## config.mk

```make
export PLATFORM = sky130hd
export DESIGN_NAME = fmep_top
export DESIGN_NICKNAME = d
export VERILOG_FILES = /design/src/shared/fmep_pkg.sv /design/src/hw/fmep_erase_timer.sv /design/src/hw/fmep_top.sv
export VERILOG_INCLUDE_DIRS = /design/src /design/src/shared
export SDC_FILE = /design/constraint.sdc
export NUM_CORES = 1
export LEC_CHECK = 0
export BUFFER_PORTS_ARGS = -buffer_cell sky130_fd_sc_hd__buf_4
export CORE_AREA = 2 2 228 230
export CTS_BUF_LIST = sky130_fd_sc_hd__clkbuf_4
export CTS_CLUSTER_SIZE = 8
export DETAILED_ROUTE_END_ITERATION = 7
export DIE_AREA = 0 0 230 232
export GPL_ROUTABILITY_DRIVEN = 0
export HOLD_SLACK_MARGIN = 0.12
export PLACE_DENSITY_LB_ADDON = 0.3
export SYNTH_ARGS = -nofsm -noshare
export SYNTH_HDL_FRONTEND = slang
export SYNTH_HIERARCHICAL = 1
export SYNTH_SLANG_ARGS = --single-unit
```

## constraint.sdc

```tcl
create_clock -name i_clk_sys -period 4.65 [get_ports i_clk_sys]
set_input_delay 0.465 -clock i_clk_sys [delete_from_list [all_inputs] [get_ports i_clk_sys]]
set_output_delay 0.465 -clock i_clk_sys [all_outputs]
set_load 0.005 [all_outputs]
```

## src/shared/fmep_cfg.svh

```systemverilog
/*
 * Offsets, field positions, reset values and timing figures of the flash mass-erase block.
 * Assumes a 32-bit word-aligned register bus and a 125 MHz system clock.
 */
`ifndef FMEP_CFG_SVH
`define FMEP_CFG_SVH

// ****************************************************************
// register byte offsets
// ****************************************************************
`define FMEP_OFS_ADDR 8'h00
`define FMEP_OFS_CTRL 8'h08
`define FMEP_OFS_RIS 8'h0C
`define FMEP_OFS_MASK 8'h10
`define FMEP_OFS_RECOV 8'h14
`define FMEP_OFS_PPW0 8'h20
`define FMEP_OFS_RPW0 8'h30

// ****************************************************************
// fields
// ****************************************************************
`define FMEP_CTRL_KEY 16'hA442
`define FMEP_CTRL_MASS_BIT 2
`define FMEP_CTRL_PAGE_BIT 1
`define FMEP_ADDR_HALF_BIT 17
`define FMEP_ADDR_W 18
`define FMEP_RIS_ACCERR_BIT 0
`define FMEP_RIS_DONE_BIT 1
`define FMEP_RECOV_GO_BIT 0

// ****************************************************************
// reset values
// ****************************************************************
`define FMEP_RST_ZERO 32'h0000_0000
`define FMEP_RST_ONES 32'hFFFF_FFFF

// ****************************************************************
// timing
// ****************************************************************
`define FMEP_CLK_PERIOD_NS 8
`define FMEP_MASS_ERASE_TIME_NS 16000
`define FMEP_PAGE_ERASE_TIME_NS 4000

`endif

```

## src/shared/fmep_pkg.sv

```systemverilog
/*
 * Types shared by the flash mass-erase block, its checker and its bench.
 * Assumes fmep_cfg.svh is on the include path.
 */
`include "fmep_cfg.svh"

package fmep_pkg;

   // ****************************************************************
   // bus and flash-array carriers
   // ****************************************************************
   typedef struct packed {
      logic cyc;
      logic stb;
      logic we;
      logic [7:0] adr;
      logic [3:0] sel;
      logic [31:0] dat;
   } fmep_wb_req_t;

   typedef struct packed {
      logic erase_lo;
      logic erase_hi;
      logic erase_page;
      logic [`FMEP_ADDR_W-1:0] page_addr;
   } fmep_erase_t;

   typedef enum logic [1:0] {
      FMEP_IDLE,
      FMEP_MASS,
      FMEP_PAGE
   } fmep_state_t;

   // one bit per 2 KB block: set where the block is implemented
   function automatic logic [127:0] fmep_impl_mask(input int flash_kb);
      logic [127:0] m;
      m = '0;
      for (int i = 0; i < 128; i++) begin
         m[i] = (i < flash_kb / 2);
      end
      return m;
   endfunction : fmep_impl_mask

endpackage : fmep_pkg

```

## src/hw/fmep_erase_timer.sv

```systemverilog
/*
 * Erase duration timer: counts a requested number of cycles after a start pulse.
 * Assumes start is only pulsed while not busy.
 */
`timescale 1ns/1ps

module fmep_erase_timer #(
   parameter int CNT_W = 16
) (
   input wire logic i_clk_sys,
   input wire logic i_rst_b,
   input wire logic i_start,
   input wire logic [CNT_W-1:0] i_cycles,
   output logic o_busy,
   output logic o_done
);

   logic [CNT_W-1:0] cnt_q;
   logic [CNT_W-1:0] cnt_d;
   logic busy_q;
   logic busy_d;
   logic done_q;
   wire last = busy_q && (cnt_q == {{(CNT_W-1){1'b0}}, 1'b1});

   assign cnt_d = i_start ? i_cycles : (busy_q ? cnt_q - {{(CNT_W-1){1'b0}}, 1'b1} : cnt_q);
   assign busy_d = i_start ? 1'b1 : (last ? 1'b0 : busy_q);

   always_ff @(posedge i_clk_sys or negedge i_rst_b) begin
      if (!i_rst_b) begin
         cnt_q <= '0;
         busy_q <= 1'b0;
         done_q <= 1'b0;
      end else begin
         cnt_q <= cnt_d;
         busy_q <= busy_d;
         done_q <= last;
      end
   end

   assign o_busy = busy_q;
   assign o_done = done_q;

endmodule : fmep_erase_timer

```

## src/hw/fmep_top.sv

```systemverilog
/*
 * Flash controller erase sequencer with program-protection check, Wishbone classic slave.
 * Assumes a flash array outside that erases the region while the erase enables are high.
 */
// Operation
// - mass erase with address below 0x20000 erases only the lower 128 KB
// - protection words of the selected half are checked before mass erase; protected flash in that half suppresses it
// - rejected mass erase sets the access error raw flag
// - locked-device recovery restores protection words 2 and 3 to all ones
`timescale 1ns/1ps

module fmep_top
   import fmep_pkg::*;
#(
   parameter int FLASH_KB = 128,
   parameter int MASS_ERASE_TIME_NS = `FMEP_MASS_ERASE_TIME_NS,
   parameter int PAGE_ERASE_TIME_NS = `FMEP_PAGE_ERASE_TIME_NS
) (
   input wire logic i_clk_sys,
   input wire logic i_rst_b,
   input wire fmep_pkg::fmep_wb_req_t i_wb,
   output logic o_wb_ack,
   output logic [31:0] o_wb_dat,
   output logic o_irq,
   output fmep_pkg::fmep_erase_t o_erase
);

   // ****************************************************************
   // constants and elaboration checks
   // ****************************************************************
   localparam int CNT_W = 16;
   localparam int MASS_CYC_I = (MASS_ERASE_TIME_NS + `FMEP_CLK_PERIOD_NS - 1) / `FMEP_CLK_PERIOD_NS;
   localparam int PAGE_CYC_I = (PAGE_ERASE_TIME_NS + `FMEP_CLK_PERIOD_NS - 1) / `FMEP_CLK_PERIOD_NS;
   localparam logic [CNT_W-1:0] MASS_CYC = CNT_W'((MASS_CYC_I < 1) ? 1 : MASS_CYC_I);
   localparam logic [CNT_W-1:0] PAGE_CYC = CNT_W'((PAGE_CYC_I < 1) ? 1 : PAGE_CYC_I);
   localparam logic [127:0] IMPL = fmep_impl_mask(FLASH_KB);

   generate
      if (FLASH_KB < 32 || FLASH_KB > 256 || (FLASH_KB % 32) != 0) begin : g_bad_size
         $error("FLASH_KB must be a multiple of 32 from 32 to 256");
      end
      if (MASS_CYC_I >= 65536 || PAGE_CYC_I >= 65536) begin : g_bad_time
         $error("erase time exceeds timer width");
      end
   endgenerate

   // ****************************************************************
   // state
   // ****************************************************************
   logic [`FMEP_ADDR_W-1:0] addr_q;
   logic [`FMEP_ADDR_W-1:0] addr_d;
   logic [31:0] ppw_q [4];
   logic [31:0] rpw_q [4];
   logic [1:0] ris_q;
   logic [1:0] ris_d;
   logic [1:0] mask_q;
   logic [1:0] mask_d;
   fmep_state_t st_q;
   fmep_state_t st_d;
   logic ack_q;
   logic [31:0] dat_q;
   logic irq_q;
   fmep_erase_t erase_q;
   fmep_erase_t erase_d;
   logic tmr_done;
   logic [31:0] addr_merged;

   // ****************************************************************
   // bus decode
   // ****************************************************************
   wire bus_go = i_wb.cyc && i_wb.stb && !ack_q;
   wire wr_go = bus_go && i_wb.we;
   wire hit_addr = i_wb.adr == `FMEP_OFS_ADDR;
   wire hit_ctrl = i_wb.adr == `FMEP_OFS_CTRL;
   wire hit_ris = i_wb.adr == `FMEP_OFS_RIS;
   wire hit_mask = i_wb.adr == `FMEP_OFS_MASK;
   wire hit_recov = i_wb.adr == `FMEP_OFS_RECOV;
   wire hit_ppw = i_wb.adr[7:4] == `FMEP_OFS_PPW0 >> 4;
   wire hit_rpw = i_wb.adr[7:4] == `FMEP_OFS_RPW0 >> 4;
   wire [1:0] word_idx = i_wb.adr[3:2];
   wire [31:0] be_mask = {{8{i_wb.sel[3]}}, {8{i_wb.sel[2]}}, {8{i_wb.sel[1]}}, {8{i_wb.sel[0]}}};

   function automatic logic [31:0] be_merge(input logic [31:0] old, input logic [31:0] nw,
                                            input logic [31:0] m);
      be_merge = (old & ~m) | (nw & m);
   endfunction : be_merge

   // ****************************************************************
   // command decode and protection check
   // ****************************************************************
   // only a full-word write with the key can start an erase
   wire key_ok = (i_wb.sel == 4'hF) && (i_wb.dat[31:16] == `FMEP_CTRL_KEY);
   wire ctrl_wr = wr_go && hit_ctrl && key_ok && (st_q == FMEP_IDLE);
   wire mass_cmd = ctrl_wr && i_wb.dat[`FMEP_CTRL_MASS_BIT];
   wire page_cmd = ctrl_wr && !i_wb.dat[`FMEP_CTRL_MASS_BIT] && i_wb.dat[`FMEP_CTRL_PAGE_BIT];
   wire upper_sel = addr_q[`FMEP_ADDR_HALF_BIT];
   wire [127:0] ppw_all = {ppw_q[3], ppw_q[2], ppw_q[1], ppw_q[0]};
   wire [63:0] half_ppw = upper_sel ? ppw_all[127:64] : ppw_all[63:0];
   wire [63:0] half_impl = upper_sel ? IMPL[127:64] : IMPL[63:0];
   // any protected implemented block in the selected half, or any enable set there for absent flash, inhibits the erase
   wire mass_reject = half_ppw != half_impl;
   wire [6:0] blk_idx = addr_q[17:11];
   wire page_reject = !ppw_all[blk_idx];
   wire mass_ok = mass_cmd && !mass_reject;
   wire page_ok = page_cmd && !page_reject;
   wire acc_err_ev = (mass_cmd && mass_reject) || (page_cmd && page_reject);
   wire tmr_start = mass_ok || page_ok;
   wire [CNT_W-1:0] tmr_cycles = mass_ok ? MASS_CYC : PAGE_CYC;
   wire recov_go = wr_go && hit_recov && i_wb.sel[0] && i_wb.dat[`FMEP_RECOV_GO_BIT];

   // ****************************************************************
   // erase sequencer
   // ****************************************************************
   always_comb begin
      st_d = st_q;
      erase_d = erase_q;
      case (st_q)
         FMEP_IDLE: begin
            if (mass_ok) begin
               st_d = FMEP_MASS;
               erase_d.erase_lo = !upper_sel;
               erase_d.erase_hi = upper_sel;
               erase_d.erase_page = 1'b0;
               erase_d.page_addr = addr_q;
            end else if (page_ok) begin
               st_d = FMEP_PAGE;
               erase_d.erase_lo = 1'b0;
               erase_d.erase_hi = 1'b0;
               erase_d.erase_page = 1'b1;
               erase_d.page_addr = {addr_q[`FMEP_ADDR_W-1:10], 10'h000};
            end
         end
         FMEP_MASS, FMEP_PAGE: begin
            if (tmr_done) begin
               st_d = FMEP_IDLE;
               erase_d.erase_lo = 1'b0;
               erase_d.erase_hi = 1'b0;
               erase_d.erase_page = 1'b0;
            end
         end
         default: begin
            st_d = FMEP_IDLE;
            erase_d = '0;
         end
      endcase
   end

   fmep_erase_timer #(
      .CNT_W(CNT_W)
   ) u_timer (
      .i_clk_sys(i_clk_sys),
      .i_rst_b(i_rst_b),
      .i_start(tmr_start),
      .i_cycles(tmr_cycles),
      .o_busy(),
      .o_done(tmr_done)
   );

   // ****************************************************************
   // interrupt status and mask
   // ****************************************************************
   wire [1:0] ev = {tmr_done, acc_err_ev};
   wire [1:0] w1c = (wr_go && hit_ris && i_wb.sel[0]) ? i_wb.dat[1:0] : 2'b00;
   // a new event wins over a clear in the same cycle
   assign ris_d = (ris_q & ~w1c) | ev;
   assign mask_d = (wr_go && hit_mask && i_wb.sel[0]) ? i_wb.dat[1:0] : mask_q;
   assign addr_merged = be_merge(32'(addr_q), i_wb.dat, be_mask);
   assign addr_d = (wr_go && hit_addr) ? addr_merged[`FMEP_ADDR_W-1:0] : addr_q;

   // ****************************************************************
   // read mux
   // ****************************************************************
   wire busy_mass = st_q == FMEP_MASS;
   wire busy_page = st_q == FMEP_PAGE;
   wire [31:0] ctrl_rd = {29'h0, busy_mass, busy_page, 1'b0};
   wire [31:0] rd_mux = hit_addr ? 32'(addr_q) :
                        hit_ctrl ? ctrl_rd :
                        hit_ris ? {30'h0, ris_q} :
                        hit_mask ? {30'h0, mask_q} :
                        hit_ppw ? ppw_q[word_idx] :
                        hit_rpw ? rpw_q[word_idx] :
                        32'h0000_0000;

   // ****************************************************************
   // protection word banks
   // ****************************************************************
   genvar gi;
   generate
      for (gi = 0; gi < 4; gi++) begin : g_prot
         localparam logic [31:0] PPW_RST = IMPL[gi*32 +: 32];
         wire ppw_wr = wr_go && hit_ppw && (word_idx == 2'(gi));
         wire rpw_wr = wr_go && hit_rpw && (word_idx == 2'(gi));
         // recovery puts all ones back into the upper words
         wire recov_hit = recov_go && (gi >= 2);
         wire [31:0] ppw_d = recov_hit ? `FMEP_RST_ONES :
                             ppw_wr ? be_merge(ppw_q[gi], i_wb.dat, be_mask) : ppw_q[gi];
         wire [31:0] rpw_d = rpw_wr ? be_merge(rpw_q[gi], i_wb.dat, be_mask) : rpw_q[gi];
         always_ff @(posedge i_clk_sys or negedge i_rst_b) begin
            if (!i_rst_b) begin
               ppw_q[gi] <= PPW_RST;
               rpw_q[gi] <= `FMEP_RST_ONES;
            end else begin
               ppw_q[gi] <= ppw_d;
               rpw_q[gi] <= rpw_d;
            end
         end
      end
   endgenerate

   // ****************************************************************
   // registers
   // ****************************************************************
   always_ff @(posedge i_clk_sys or negedge i_rst_b) begin
      if (!i_rst_b) begin
         addr_q <= '0;
         ris_q <= 2'h0;
         mask_q <= 2'h0;
         st_q <= FMEP_IDLE;
         erase_q <= '0;
      end else begin
         addr_q <= addr_d;
         ris_q <= ris_d;
         mask_q <= mask_d;
         st_q <= st_d;
         erase_q <= erase_d;
      end
   end

   always_ff @(posedge i_clk_sys or negedge i_rst_b) begin
      if (!i_rst_b) begin
         ack_q <= 1'b0;
         dat_q <= 32'h0000_0000;
         irq_q <= 1'b0;
      end else begin
         ack_q <= bus_go;
         dat_q <= bus_go ? rd_mux : 32'h0000_0000;
         irq_q <= |(ris_d & mask_d);
      end
   end

   // ****************************************************************
   // outputs
   // ****************************************************************
   assign o_wb_ack = ack_q;
   assign o_wb_dat = dat_q;
   assign o_irq = irq_q;
   assign o_erase = erase_q;

endmodule : fmep_top

```

==> results.cfg <==
[setup_path]
crit_path_start_kind = flop
path_delay_family = simple AND/OR/NAND/NOR gates
r2r-start = o_wb_ack$_DFF_PN0_
cp-endpoint = u_timer/cnt_q[13]$_DFFE_PN0P_
cp_slowest_stage_delay_ns = 0.57
rrSetupSlack_ns = 0.44
critPathSlowestCell = dlygate4sd3_1
path_depth = 13
critPathLaunch = o_wb_ack$_DFF_PN0_
crit_fanout = 20
reg2regPathDepth = 13
critPathRequiredTime_ns = 5.31
worstSetupPathType = reg2reg
crit_chain = nand3b_1, dlygate4sd3_1, buf_4, inv_1, nand3_1, nor4_4, and3b_1, nor2b_1, or2_1, buf_4, nor2b_1, o41a_1, a221o_1
crit_path_end_kind = flop
r2r_end = u_timer/cnt_q[13]$_DFFE_PN0P_
worst_ep_arrival_time_ns = 4.87
crit_buf_inv = 4

[drt]
routed_wl_um = 52500
via_per_inst = 5.52
dr_wl_met2_um = 24000
route.met3.wl_um = 4480
vias = 12500
drcViolationCount = 0
wl_per_cell_um = 23.2
firstDrtPassIters = 7
drt_iter0_drc = 1011
top_layer_used = met5
detail-route-antenna-nets = 0
drt-met1-wl_um = 22300

[finish]
layout.nets = 1557
drive_gt1_frac = 0.504
layout.cells.most_common = mux2_2
final_cell_mix = mux2_2, dfstp_2, dfrtp_1
layout.cells.non_filler = 2266
areaGrowthSynthToFinish_pct = 17.2

[synth]
syn_avg_cell_area_um2 = 13.2
synth-seq-cells = 352
synth_edf_count = 0
synth_warnings = 6
async_reset_ff_frac = 1.00
synth_cell_types = 76
seq_area_frac_synth = 0.515
synth_top_area_frac = 0.287
yosysTopAreaCell = dfstp_2
synthFlopType = dfstp_2
syn-cell-area_um2 = 17600
netlist_instances = 1334
synth_area_leaders = dfstp_2, dfrtp_1, mux2_2

[clock_network]
htree_num_levels = 3
clk_latency_ns = 0.84
cts.sinks = 352
clk_pin_slew_ns = 0.07
cts_root_buffer = clkbuf_4
cts_hold_buf = 36
cts.path.max_buffers = 3
cts_tree = done
cts_resized = 0
cts_buffers = 95
cts_setup_buffers = 0

[sta]
min_period_ns = 4.21
fin_skew_ns = 0.0710
rsz0062_at_grt = no
finalCritPeriodShare = 0.906
clock.fmax_mhz = 237
slew_violations = 0
hold_violations = 0
fin_hold_ws_ns = 0.246
tightest_slew_ns = 1.12
finalSetupViolations = 0
setup_ws_ns = 0.438
setup-tns-final_ns = 0
max_slew_margin = 0.245

[pwr]
ir_worst_vdd_mv = 0.130
p_total_mw = 6.52
power_density_nw_per_um2 = 316
power_leakage_nw = 8.76

[global_routing]
grt_max_degree = 112
grt_util_all_layers = 0.199
grt_pass1_vias = 12856
antenna_found_initial = 2
grt_pass1_wl_um = 80500
gr-total-overflow = 0

[floorplanning]
fp.dieArea_um2 = 53400
start_util = 0.346
core_area_um2 = 50900
ios = 104
num_rows = 83
die_w_um = 230
fp.dieH_um = 232

[worst_hold_path]
min_path_type = in2reg

[placement]
placed_cells_incl_taps = 2050
dp_hpwl_um = 35900
io_buffers = 103
pre_cts_slack_ns = 0.685

[job]
maxCapViolCount = 0

[status]
outcome = finished clean
## metrics by stage
stage | area [µm²] | utilization
after global placement | 19000 | 0.373
after floorplan | 17600 | -
after detailed placement | 19000 | 0.373
after global routing | 20600 | 0.405
final | 20600 | 0.405
after CTS | 20600 | 0.405
## how the worst min path moves through the flow
stage                         from  slack, ns                          to  cells past startpoint
2_1_floorplan              i_rst_b       0.17  asynchronous set/reset pin                      0
3_3_place_gp                  flop       0.50      o_erase[4]$_DFFE_PN0P_                      1
3_5_place_dp   st_q[0]$_DFFE_PN0P_       0.50         st_q[0]$_DFFE_PN0P_                      2
4_1_cts                   i_wb[35]       0.17     ppw_all[90]$_DFFE_PN0P_                      3
5_1_grt                   i_wb[35]       0.21     ppw_all[90]$_DFFE_PN0P_                      3
6_report                  i_wb[33]       0.25                        flop                      3
## synthesized netlist by cell type, types with 4 or more instances
cell / instances
dfrtp_1: 160
o21ai_0: 8
nor2b_1: 10
buf_1: 36
buf_2: 12
dfstp_2: 192
a22oi_1: 17
a31oi_1: 8
mux2i_1: 24
o21ai_1: 4
clkbuf_1: 36
mux4_2: 92
o22a_1: 63
nand2_1: 155
nand2b_1: 5
mux2_2: 199
nor3_1: 11
ha_1: 5
a221o_1: 6
o2bb2ai_2: 10
nor4_1: 24
a21oi_1: 19
buf_6: 5
nor4b_1: 5
o311ai_0: 4
o41a_1: 4
inv_1: 32
nand4_1: 23
buf_4: 4
nor2_1: 48
nand3_1: 15
mux2_1: 15
or3_1: 9
a21o_1: 4
and3_1: 5
## cell families after synthesis
| kind of cell | Yosys count | synth area share |
|---|---|---|
| flops | 352 | 0.515 |
| simple gates | 340 | 0.0953 |
| mux | 330 | 0.269 |
| compound gates | 172 | 0.0817 |
| buf+inv | 130 | 0.0344 |
| fa+ha+maj | 5 | 0.00356 |
| xor+xnor | 3 | 0.00149 |
| other cells | 2 | 0.000427 |
## final cells by class
cell class	instances	area, µm²
Fill cell	4909	30300
Clock buffer	156	1170
Timing Repair Buffer	158	1310
Multi-Input combinational cell	862	7980
Sequential cell	352	9050
Antenna cell	1	2.50
Clock inverter	23	110
Inverter	34	128
Tap cell	680	851
## tightest hold or removal path: stages
cell	delay [ns]
buf_4	0.17
nand2_2	0.23
mux2_1	0.18
## per-layer routing
layer  global-route usage  vias up
met5                    0        -
met3               0.0584      112
met4               0.0839        2
met2                0.304      553
met1                0.265     6412
li1                     -     5421
## report_power, final
group          internal (mW)  switching [mW]
registers               3.17          0.0782
logic                  0.184           0.237
clock network           1.52            1.33
No activity file was read; power rests on OpenSTA's default activity.
